--- src/common/hbm_pkg.sv ---
// Purpose: shared constants and types for the host bus port
// Assumes: one bus clock domain at 100 MHz
// Notes: widths and most values after reset live here; SYNC_RST is set in the port
package hbm_pkg;

    // ****************************************
    // widths
    // ****************************************
    localparam int HBM_IDX_W = 6;
    localparam int HBM_ADDR_W = 32;
    localparam int HBM_IRQ_W = 16;
    localparam int HBM_SYNC_STAGES = 2;

    // ****************************************
    // host spacing between select and request
    // ****************************************
    localparam int HBM_CS_SHARED_MEM_REQUEST_N_GAP = 2;

    // ****************************************
    // values after reset
    // ****************************************
    localparam logic HBM_RST_STROBE_N = 1'b1;
    localparam logic HBM_RST_LOW = 1'b0;
    localparam logic [HBM_IDX_W-1:0] HBM_RST_IDX = 6'h00;
    localparam logic [HBM_ADDR_W-1:0] HBM_RST_ADDR = 32'h0000_0000;

    // ****************************************
    // state types
    // ****************************************
    typedef enum logic [1:0] {
        HBM_M_IDLE,
        HBM_M_REQ,
        HBM_M_T1,
        HBM_M_T2
    } hbm_mstate_t;

    typedef enum logic [1:0] {
        HBM_OWN_NONE,
        HBM_OWN_HOST,
        HBM_OWN_LOCAL
    } hbm_owner_t;

endpackage : hbm_pkg

--- src/hw/hbm_sync.sv ---
// Purpose: two-flop synchroniser for a group of pin levels
// Assumes: inputs are asynchronous levels, not pulses
// Notes: the first stage is read only by the second stage
`timescale 1ns/1ps
`default_nettype none
module hbm_sync
    import hbm_pkg::*;
#(
    parameter int WIDTH = 1,
    parameter logic [WIDTH-1:0] RST_VAL = '0
) (
    // clock, reset, enable
    input wire logic clk,
    input wire logic rst,
    input wire logic ce,
    // pins in, levels out
    input wire logic [WIDTH-1:0] d,
    output logic [WIDTH-1:0] q
);
    logic [WIDTH-1:0] meta_r;

    always_ff @(posedge clk) begin
        if (rst) begin
            meta_r <= RST_VAL;
            q <= RST_VAL;
        end else if (ce) begin
            meta_r <= d;
            q <= meta_r;
        end
    end
endmodule // hbm_sync
`default_nettype wire

--- src/hw/hbm_host_port.sv ---
// Purpose: host bus port: master strobes, bus request, slave acknowledge,
//          shared buffer arbiter and interrupt pin
// Assumes: host pins are asynchronous; dma and register logic share CLK_SYS
// Notes: the early cycle start strobe is low for the whole first bus state
`timescale 1ns/1ps
`default_nettype none
module hbm_host_port
    import hbm_pkg::*;
#(
    parameter int IRQ_W = HBM_IRQ_W
) (
    // clock, reset, enable
    input wire logic CLK_SYS,
    input wire logic RESET,
    input wire logic CE,
    // host slave pins
    input wire logic REG_SELECT_N,
    input wire logic SHARED_MEM_REQUEST_N,
    input wire logic SLAVE_INDEX_LATCH_N,
    input wire logic SLAVE_DIR_IN,
    input wire logic [HBM_IDX_W-1:0] REG_INDEX_BUS,
    output logic SLAVE_MEM_ACKNOWLEDGE_N,
    // bus master pins
    input wire logic BUS_GRANT_IN,
    input wire logic BUS_PROTOCOL_SELECT,
    output logic BUS_REQUEST_OUT,
    output logic EARLY_CYCLE_START_N,
    output logic EARLY_CYCLE_START_OE,
    output logic ADDR_VALID_STROBE_N,
    output logic ADDR_VALID_STROBE_OE,
    output logic MASTER_DIR_STROBE,
    output logic MASTER_DIR_STROBE_OE,
    output logic [HBM_ADDR_W-1:0] MASTER_ADDR,
    output logic MASTER_ADDR_OE,
    output logic GRANT_ACK_OUT_N,
    output logic GRANT_ACK_OUT_OE,
    // interrupt pin
    output logic INTERRUPT_N,
    // internal dma engine
    input wire logic DMA_REQ,
    input wire logic DMA_WRITE,
    input wire logic DMA_LAST,
    input wire logic [HBM_ADDR_W-1:0] DMA_ADDR,
    output logic DMA_CYCLE_DONE,
    // internal register file
    input wire logic REG_READY,
    output logic [HBM_IDX_W-1:0] REG_INDEX,
    output logic REG_READ_STB,
    output logic REG_WRITE_STB,
    // internal buffer ram user
    input wire logic LBUF_REQ,
    output logic LBUF_GNT,
    output logic HOST_BUF_GNT,
    // interrupt sources
    input wire logic [IRQ_W-1:0] IRQ_STATUS,
    input wire logic [IRQ_W-1:0] IRQ_MASK
);

    // ****************************************
    // pin synchronisers
    // ****************************************
    localparam int SYNC_W = HBM_IDX_W + 6;
    localparam logic [SYNC_W-1:0] SYNC_RST = {6'h38, HBM_RST_IDX};

    logic [SYNC_W-1:0] sync_q;
    wire logic cs_act;
    wire logic shared_mem_request_n_act;
    wire logic sas_act;
    wire logic dir_s;
    wire logic grant_s;
    wire logic mode_s;
    wire logic [HBM_IDX_W-1:0] idx_s;

    // select lines reset as inactive (high), grant and mode as low
    hbm_sync #(.WIDTH(SYNC_W), .RST_VAL(SYNC_RST)) u_sync (
        .clk(CLK_SYS),
        .rst(RESET),
        .ce(CE),
        .d({REG_SELECT_N, SHARED_MEM_REQUEST_N, SLAVE_INDEX_LATCH_N,
            SLAVE_DIR_IN, BUS_GRANT_IN, BUS_PROTOCOL_SELECT, REG_INDEX_BUS}),
        .q(sync_q)
    );

    assign cs_act = !sync_q[SYNC_W-1];
    assign shared_mem_request_n_act = !sync_q[SYNC_W-2];
    assign sas_act = !sync_q[SYNC_W-3];
    assign dir_s = sync_q[SYNC_W-4];
    assign grant_s = sync_q[SYNC_W-5];
    assign mode_s = sync_q[SYNC_W-6];
    assign idx_s = sync_q[HBM_IDX_W-1:0];

    // ****************************************
    // slave side: index latch and register acknowledge
    // ****************************************
    logic sas_prev_r;
    logic reg_ack_r;
    logic [HBM_IDX_W-1:0] idx_r;
    logic rd_stb_r;
    logic wr_stb_r;
    wire logic sas_edge;
    wire logic reg_ok;
    wire logic reg_first;

    assign sas_edge = sas_act && !sas_prev_r;
    // mutual exclusion with memory request is the host's duty; guard anyway
    assign reg_ok = cs_act && !shared_mem_request_n_act && REG_READY;
    assign reg_first = reg_ok && !reg_ack_r;

    always_ff @(posedge CLK_SYS) begin
        if (RESET) begin
            sas_prev_r <= HBM_RST_LOW;
            idx_r <= HBM_RST_IDX;
            reg_ack_r <= HBM_RST_LOW;
            rd_stb_r <= HBM_RST_LOW;
            wr_stb_r <= HBM_RST_LOW;
        end else if (CE) begin
            sas_prev_r <= sas_act;
            if (sas_edge) begin
                idx_r <= idx_s;
            end
            reg_ack_r <= reg_ok;
            rd_stb_r <= reg_first && !dir_s;
            wr_stb_r <= reg_first && dir_s;
        end
    end

    // ****************************************
    // shared buffer arbiter
    // ****************************************
    hbm_owner_t owner_r;
    hbm_owner_t owner_nxt;
    logic host_gnt_r;
    logic lbuf_gnt_r;

    // host wins a tie: its cycle is already stretched by the synchroniser
    always_comb begin
        owner_nxt = owner_r;
        unique case (owner_r)
            HBM_OWN_NONE: begin
                if (shared_mem_request_n_act && !cs_act) begin
                    owner_nxt = HBM_OWN_HOST;
                end else if (LBUF_REQ) begin
                    owner_nxt = HBM_OWN_LOCAL;
                end
            end
            HBM_OWN_HOST: begin
                if (!shared_mem_request_n_act) begin
                    owner_nxt = HBM_OWN_NONE;
                end
            end
            HBM_OWN_LOCAL: begin
                if (!LBUF_REQ) begin
                    owner_nxt = HBM_OWN_NONE;
                end
            end
            default: owner_nxt = HBM_OWN_NONE;
        endcase
    end

    always_ff @(posedge CLK_SYS) begin
        if (RESET) begin
            owner_r <= HBM_OWN_NONE;
            host_gnt_r <= HBM_RST_LOW;
            lbuf_gnt_r <= HBM_RST_LOW;
        end else if (CE) begin
            owner_r <= owner_nxt;
            host_gnt_r <= (owner_nxt == HBM_OWN_HOST);
            lbuf_gnt_r <= (owner_nxt == HBM_OWN_LOCAL);
        end
    end

    // ****************************************
    // bus master sequencer
    // ****************************************
    hbm_mstate_t mst_r;
    hbm_mstate_t mst_nxt;
    logic hold_r;
    logic ecs_n_r;
    logic ads_n_r;
    logic drive_r;
    logic dir_r;
    logic done_r;
    logic [HBM_ADDR_W-1:0] addr_r;
    wire logic enter_t1;

    always_comb begin
        mst_nxt = mst_r;
        unique case (mst_r)
            // a stale synchronised grant from the last burst must not
            // start a cycle: wait until the arbiter has withdrawn it
            HBM_M_IDLE: begin
                if (DMA_REQ && !grant_s) begin
                    mst_nxt = HBM_M_REQ;
                end
            end
            HBM_M_REQ: if (grant_s) mst_nxt = HBM_M_T1;
            HBM_M_T1: mst_nxt = HBM_M_T2;
            HBM_M_T2: begin
                if (DMA_LAST || !DMA_REQ || !grant_s) begin
                    mst_nxt = HBM_M_IDLE;
                end else begin
                    mst_nxt = HBM_M_T1;
                end
            end
        endcase
    end

    assign enter_t1 = (mst_nxt == HBM_M_T1);

    always_ff @(posedge CLK_SYS) begin
        if (RESET) begin
            mst_r <= HBM_M_IDLE;
            hold_r <= HBM_RST_LOW;
            ecs_n_r <= HBM_RST_STROBE_N;
            ads_n_r <= HBM_RST_STROBE_N;
            drive_r <= HBM_RST_LOW;
            dir_r <= HBM_RST_LOW;
            done_r <= HBM_RST_LOW;
            addr_r <= HBM_RST_ADDR;
        end else if (CE) begin
            mst_r <= mst_nxt;
            hold_r <= (mst_nxt != HBM_M_IDLE);
            ecs_n_r <= !enter_t1;
            // low through T1, rising into T2 marks address valid
            ads_n_r <= !enter_t1;
            drive_r <= enter_t1 || (mst_nxt == HBM_M_T2);
            done_r <= (mst_r == HBM_M_T2);
            if (enter_t1) begin
                dir_r <= DMA_WRITE;
                addr_r <= DMA_ADDR;
            end
        end
    end

    // ****************************************
    // interrupt and grant acknowledge pins
    // ****************************************
    logic int_n_r;
    logic gack_oe_r;

    always_ff @(posedge CLK_SYS) begin
        if (RESET) begin
            int_n_r <= HBM_RST_STROBE_N;
            gack_oe_r <= HBM_RST_LOW;
        end else if (CE) begin
            int_n_r <= !(|(IRQ_STATUS & IRQ_MASK));
            gack_oe_r <= mode_s && (mst_nxt != HBM_M_IDLE)
                && grant_s;
        end
    end

    // ****************************************
    // outputs, straight from flops except the ORed acknowledge and the tied-low GRANT_ACK_OUT_N
    // ****************************************
    assign SLAVE_MEM_ACKNOWLEDGE_N = !(reg_ack_r || host_gnt_r);
    assign BUS_REQUEST_OUT = hold_r;
    assign EARLY_CYCLE_START_N = ecs_n_r;
    assign EARLY_CYCLE_START_OE = drive_r;
    assign ADDR_VALID_STROBE_N = ads_n_r;
    assign ADDR_VALID_STROBE_OE = drive_r;
    assign MASTER_DIR_STROBE = dir_r;
    assign MASTER_DIR_STROBE_OE = drive_r;
    assign MASTER_ADDR = addr_r;
    assign MASTER_ADDR_OE = drive_r;
    assign GRANT_ACK_OUT_N = HBM_RST_LOW;
    assign GRANT_ACK_OUT_OE = gack_oe_r;
    assign INTERRUPT_N = int_n_r;
    assign DMA_CYCLE_DONE = done_r;
    assign REG_INDEX = idx_r;
    assign REG_READ_STB = rd_stb_r;
    assign REG_WRITE_STB = wr_stb_r;
    assign LBUF_GNT = lbuf_gnt_r;
    assign HOST_BUF_GNT = host_gnt_r;

    // ****************************************
    // checks
    // ****************************************
    chk_ecs_in_t1: assert property (@(posedge CLK_SYS)
        disable iff (RESET || !CE)
        $fell(EARLY_CYCLE_START_N) |=> $rose(EARLY_CYCLE_START_N)
            && EARLY_CYCLE_START_OE)
        else $error("early cycle start not one cycle long");

    chk_ads_rise_valid: assert property (@(posedge CLK_SYS)
        disable iff (RESET || !CE)
        $rose(ADDR_VALID_STROBE_N) && ADDR_VALID_STROBE_OE
            |-> $stable(MASTER_ADDR) && $stable(MASTER_DIR_STROBE))
        else $error("address changed at strobe rising edge");

    chk_dir_follows: assert property (@(posedge CLK_SYS)
        disable iff (RESET || !CE)
        $fell(EARLY_CYCLE_START_N) |-> MASTER_DIR_STROBE == $past(DMA_WRITE))
        else $error("direction strobe does not match cycle kind");

    chk_drive_granted: assert property (@(posedge CLK_SYS)
        disable iff (RESET || !CE)
        $rose(ADDR_VALID_STROBE_OE) |-> BUS_REQUEST_OUT && $past(grant_s))
        else $error("bus driven without grant");

    chk_hold_idle: assert property (@(posedge CLK_SYS)
        disable iff (RESET || !CE)
        mst_r == HBM_M_IDLE && !DMA_REQ |=> !BUS_REQUEST_OUT)
        else $error("bus request high with nothing pending");

    chk_int_masked: assert property (@(posedge CLK_SYS)
        disable iff (RESET || !CE)
        !(|(IRQ_STATUS & IRQ_MASK)) |=> INTERRUPT_N)
        else $error("masked source drove interrupt");

    chk_arb_exclusive: assert property (@(posedge CLK_SYS)
        disable iff (RESET || !CE)
        !(LBUF_GNT && HOST_BUF_GNT))
        else $error("buffer granted to both parties");

    chk_ack_cause: assert property (@(posedge CLK_SYS)
        disable iff (RESET || !CE)
        $fell(SLAVE_MEM_ACKNOWLEDGE_N)
            |-> $past(reg_ok) || ($past(shared_mem_request_n_act) && HOST_BUF_GNT))
        else $error("acknowledge without access available");

    chk_index_latch: assert property (@(posedge CLK_SYS)
        disable iff (RESET || !CE)
        sas_edge |=> REG_INDEX == $past(idx_s))
        else $error("register index not latched");

endmodule // hbm_host_port
`default_nettype wire

--- config.mk ---
export PLATFORM = sky130hd
export DESIGN_NAME = hbm_host_port
export DESIGN_NICKNAME = d
export VERILOG_FILES = /design/src/common/hbm_pkg.sv /design/src/hw/hbm_sync.sv /design/src/hw/hbm_host_port.sv
export SDC_FILE = /design/constraint.sdc
export NUM_CORES = 1
export LEC_CHECK = 0
export ABC_CLOCK_PERIOD_IN_PS = 4000
export BUFFER_PORTS_ARGS = -buffer_cell sky130_fd_sc_hd__buf_4
export CAP_MARGIN = 10
export CORE_MARGIN = 4
export CORE_UTILIZATION = 25
export DETAILED_ROUTE_END_ITERATION = 16
export HOLD_SLACK_MARGIN = 0.15
export PLACE_DENSITY = 0.59
export SLEW_MARGIN = 10
export SYNTH_ARGS = -nofsm -noshare
export SYNTH_HDL_FRONTEND = slang
export SYNTH_SLANG_ARGS = --single-unit
--- constraint.sdc ---
create_clock -name CLK_SYS -period 4 [get_ports CLK_SYS]
set_clock_uncertainty 0.15 [all_clocks]
set_input_delay 0.2 -clock CLK_SYS [delete_from_list [all_inputs] [get_ports CLK_SYS]]
set_output_delay 0.2 -clock CLK_SYS [all_outputs]
set_load 0.01 [all_outputs]
==> impl_metrics.yaml <==
cells_and_area:
  nNetsFinal: 594
  regArea_mm2: 0.00158
  num_antenna_cells: 0
  fin_cells: 657
  syn2layout_area_growth_pct: 61.8
  drive_above_1_share: 0.304
  multi_input_area_mm2: 0.00124
  nFillCells: 1122
place:
  gp_congestion: 0.759
  dp_cells: 591
  portBuffers: 137
  post-dp-hpwl_mm: 5.58
drt:
  route.detailed.drc: 0
  vias: 2880
  vias_per_cell: 4.38
  drtIter0Drc: 160
  dr.pass1.iters: 4
  antenna_left: 0
  wl_per_cell_um: 12.8
  routed_wl_mm: 8.43
worst_setup_path:
  reg2reg_from: "mst_r[1]"
  regToRegEndpoint: "MASTER_ADDR[28]"
  arrival_ns: 2.91
  cp-end-kind: "register"
  reg2reg_depth: 3
  crit_path_start_kind: "primary input"
  cp_data_required_time_ns: 4.12
  startpoint: "IRQ_MASK[12]"
  reg2reg_slack_ns: 2.07
  timing_worst_setup_path_type: "primary input to register"
  critPathMaxFanout: 1
sta:
  relSlewSlack: 0.281
  worstMarginPinSlew_ns: 1.08
  rsz0062_at_grt: "no"
  tns_ns: 0
  hold_violations: 0
  setup_viol_count_final: 0
  fin_crit_ns: 2.79
  slew_violations: 0
  max_freq_mhz: 358
  min_period_over_period: 0.699
cts:
  cts-root-buf: "clkbuf_16"
  path_clk_slew_ns: 0.06
  cts_buffers: 9
  post_cts_buffers: 0
  cts_tree: "yes"
  clock_path_buffers: 2
  cts_resized: 0
  cts_max_level: 3
  cts_sinks: 79
  ctsHoldBuffers: 51
  clk_latency_ns: 0.33
synth:
  yosysMostFrequentCell: "dfxtp_1"
  synth_top_area_share: 0.530
  synth-main-ff-cell: "dfxtp_1"
  yosys-top-cells-count: "dfxtp_1, nand2_1, a21oi_1"
  synth.area.top_cells: "dfxtp_1, nand2_1, mux2i_1, a21oi_1, nor2_1"
  synth_area_mm2: 0.00299
  ys_async_sr_fraction: 0
  avgSynthCellArea_um2: 8.89
  ys.warnings.count: 0
  synth_nets: 420
  synthCells: 336
  seq_area_frac_synth: 0.530
  synth_enable_flop_cells: 0
  synth.ff_latch_count: 79
  synth_cell_types: 34
  yosysTopAreaCell: "dfxtp_1"
min_path:
  hold-path-endpoint: "reg_ack_r"
  min_path_type: "primary input to register"
  hp-start: "REG_READY"
  hold_depth: 4
grt:
  antenna_found_initial: 0
  grt_max_degree: 80
  overflow: 0
  grt_pass1_wl_mm: 14.1
  grt_pass1_vias: 2898
  grt_usage: 0.123
floorplanning:
  initial_core_util: 0.258
  row_count: 39
  dieArea_mm2: 0.0138
  die_w_um: 117
  ios: 139
  fp.dieH_um: 117
  core_area_mm2: 0.0116
power:
  irDropWorstVdd_mv: 0.171
  p_int_mw: 1.36
  p_per_area_mw_per_mm2: 361
  clkPwrFrac: 0.425
  p_seq_frac: 0.469
  combPwrFrac: 0.106
  p_leak_nw: 2.07
  p_switching_uw: 389
  switching_share: 0.223
run:
  maxCapViolCount: 0
outcome:
  status: "completed"
[metrics by stage]
step / util / setup slack [ns] / area (µm²) / hold slack, ns / power (mW)
final: 0.418 / 1.21 / 4830 / 0.181 / 1.75
after global routing: 0.418 / 1.11 / 4830 / 0.198 / 1.83
after CTS: 0.418 / 1.32 / 4830 / 0.172 / 1.78
after detailed placement: 0.350 / 1.90 / 4050 / 0.260 / 0.981
after global placement: 0.350 / 1.93 / 4050 / 0.256 / 0.978
after floorplan: - / 2.68 / 2990 / 0.168 / 0.900
[layout by cell type, fill, tap and decap left out]
cell	n
buf_4	138
dfxtp_1	79
nand2_1	77
dlygate4sd3_1	51
a21oi_1	45
nor2_1	37
mux2i_1	27
clkbuf_16	9
a211o_1	7
nor2b_1	5
a22oi_1	5
nand2b_1	3
nand4_1	3
and2_1	2
o21ai_0	2
clkinv_2	2
clkinvlp_4	2
inv_2	1
nor3_4	1
o211ai_1	1
inv_1	1
o22ai_1	1
nand3_1	1
a21oi_2	1
a21o_1	1
a211oi_1	1
and3b_1	1
nor4b_1	1
nand4b_1	1
nand3b_1	1
o21bai_1	1
a22o_1	1
a221oi_1	1
a222oi_1	1
conb_1	1
clkbuf_8	1
inv_6	1
[final cells by class]
cell class,count,share of cell area
Tap cell,143,0.0370
Sequential cell,79,0.327
Multi-Input combinational cell,229,0.258
Inverter,2,0.00155
Clock inverter,5,0.00699
Clock buffer,10,0.0495
Timing Repair Buffer,189,0.320
[layer usage]
metal	GRT usage	wire [µm]
met1	0.145	3560
met2	0.211	4350
met3	0.0313	378
met4	0.0579	133
met5	0	0
[cells by family (layout without fill, tap and decap cells)]
family / Yosys count / count (layout) / synth area share
mux: 27 / 27 / 0.0905
flops: 79 / 79 / 0.530
simple gates: 133 / 133 / 0.189
compound gates: 68 / 68 / 0.136
buf+inv: 28 / 206 / 0.0536
other cells: 1 / 1 / 0.00126
[how the worst max path moves through the flow]
stage | end | cells past startpoint
2_1_floorplan | MASTER_ADDR[13] | 5
3_3_place_gp | REG_INDEX[5] | 5
3_5_place_dp | MASTER_ADDR[9] | 5
4_1_cts | INTERRUPT_N | 8
5_1_grt | INTERRUPT_N | 8
6_report | INTERRUPT_N | 8
[sequential cells by signal, indices dropped and copies added, names as in the netlist, 2 cells and up]
register	count
mst_r	2
REG_INDEX	6
owner_r	2
MASTER_ADDR	32
u_sync.meta_r	12
u_sync.q	12
[power groups by stage]
stage,sequential [mW],clock (mW),combinational (mW)
3_5_place_dp,0.837,0,0.144
3_3_place_gp,0.836,0,0.142
5_1_grt,0.822,0.809,0.203
6_report,0.819,0.742,0.185
2_1_floorplan,0.836,0,0.0641
4_1_cts,0.819,0.778,0.185
[worst max-delay path, cell delays in order]
cell and delay (ns):
dlygate4sd3_1 0.55, buf_4 0.14, nand2_1 0.05, dlygate4sd3_1 0.56, nand4_1 0.10, dlygate4sd3_1 0.61, o21ai_0 0.16, dlygate4sd3_1 0.56
(Power assumes the default switching activity.)
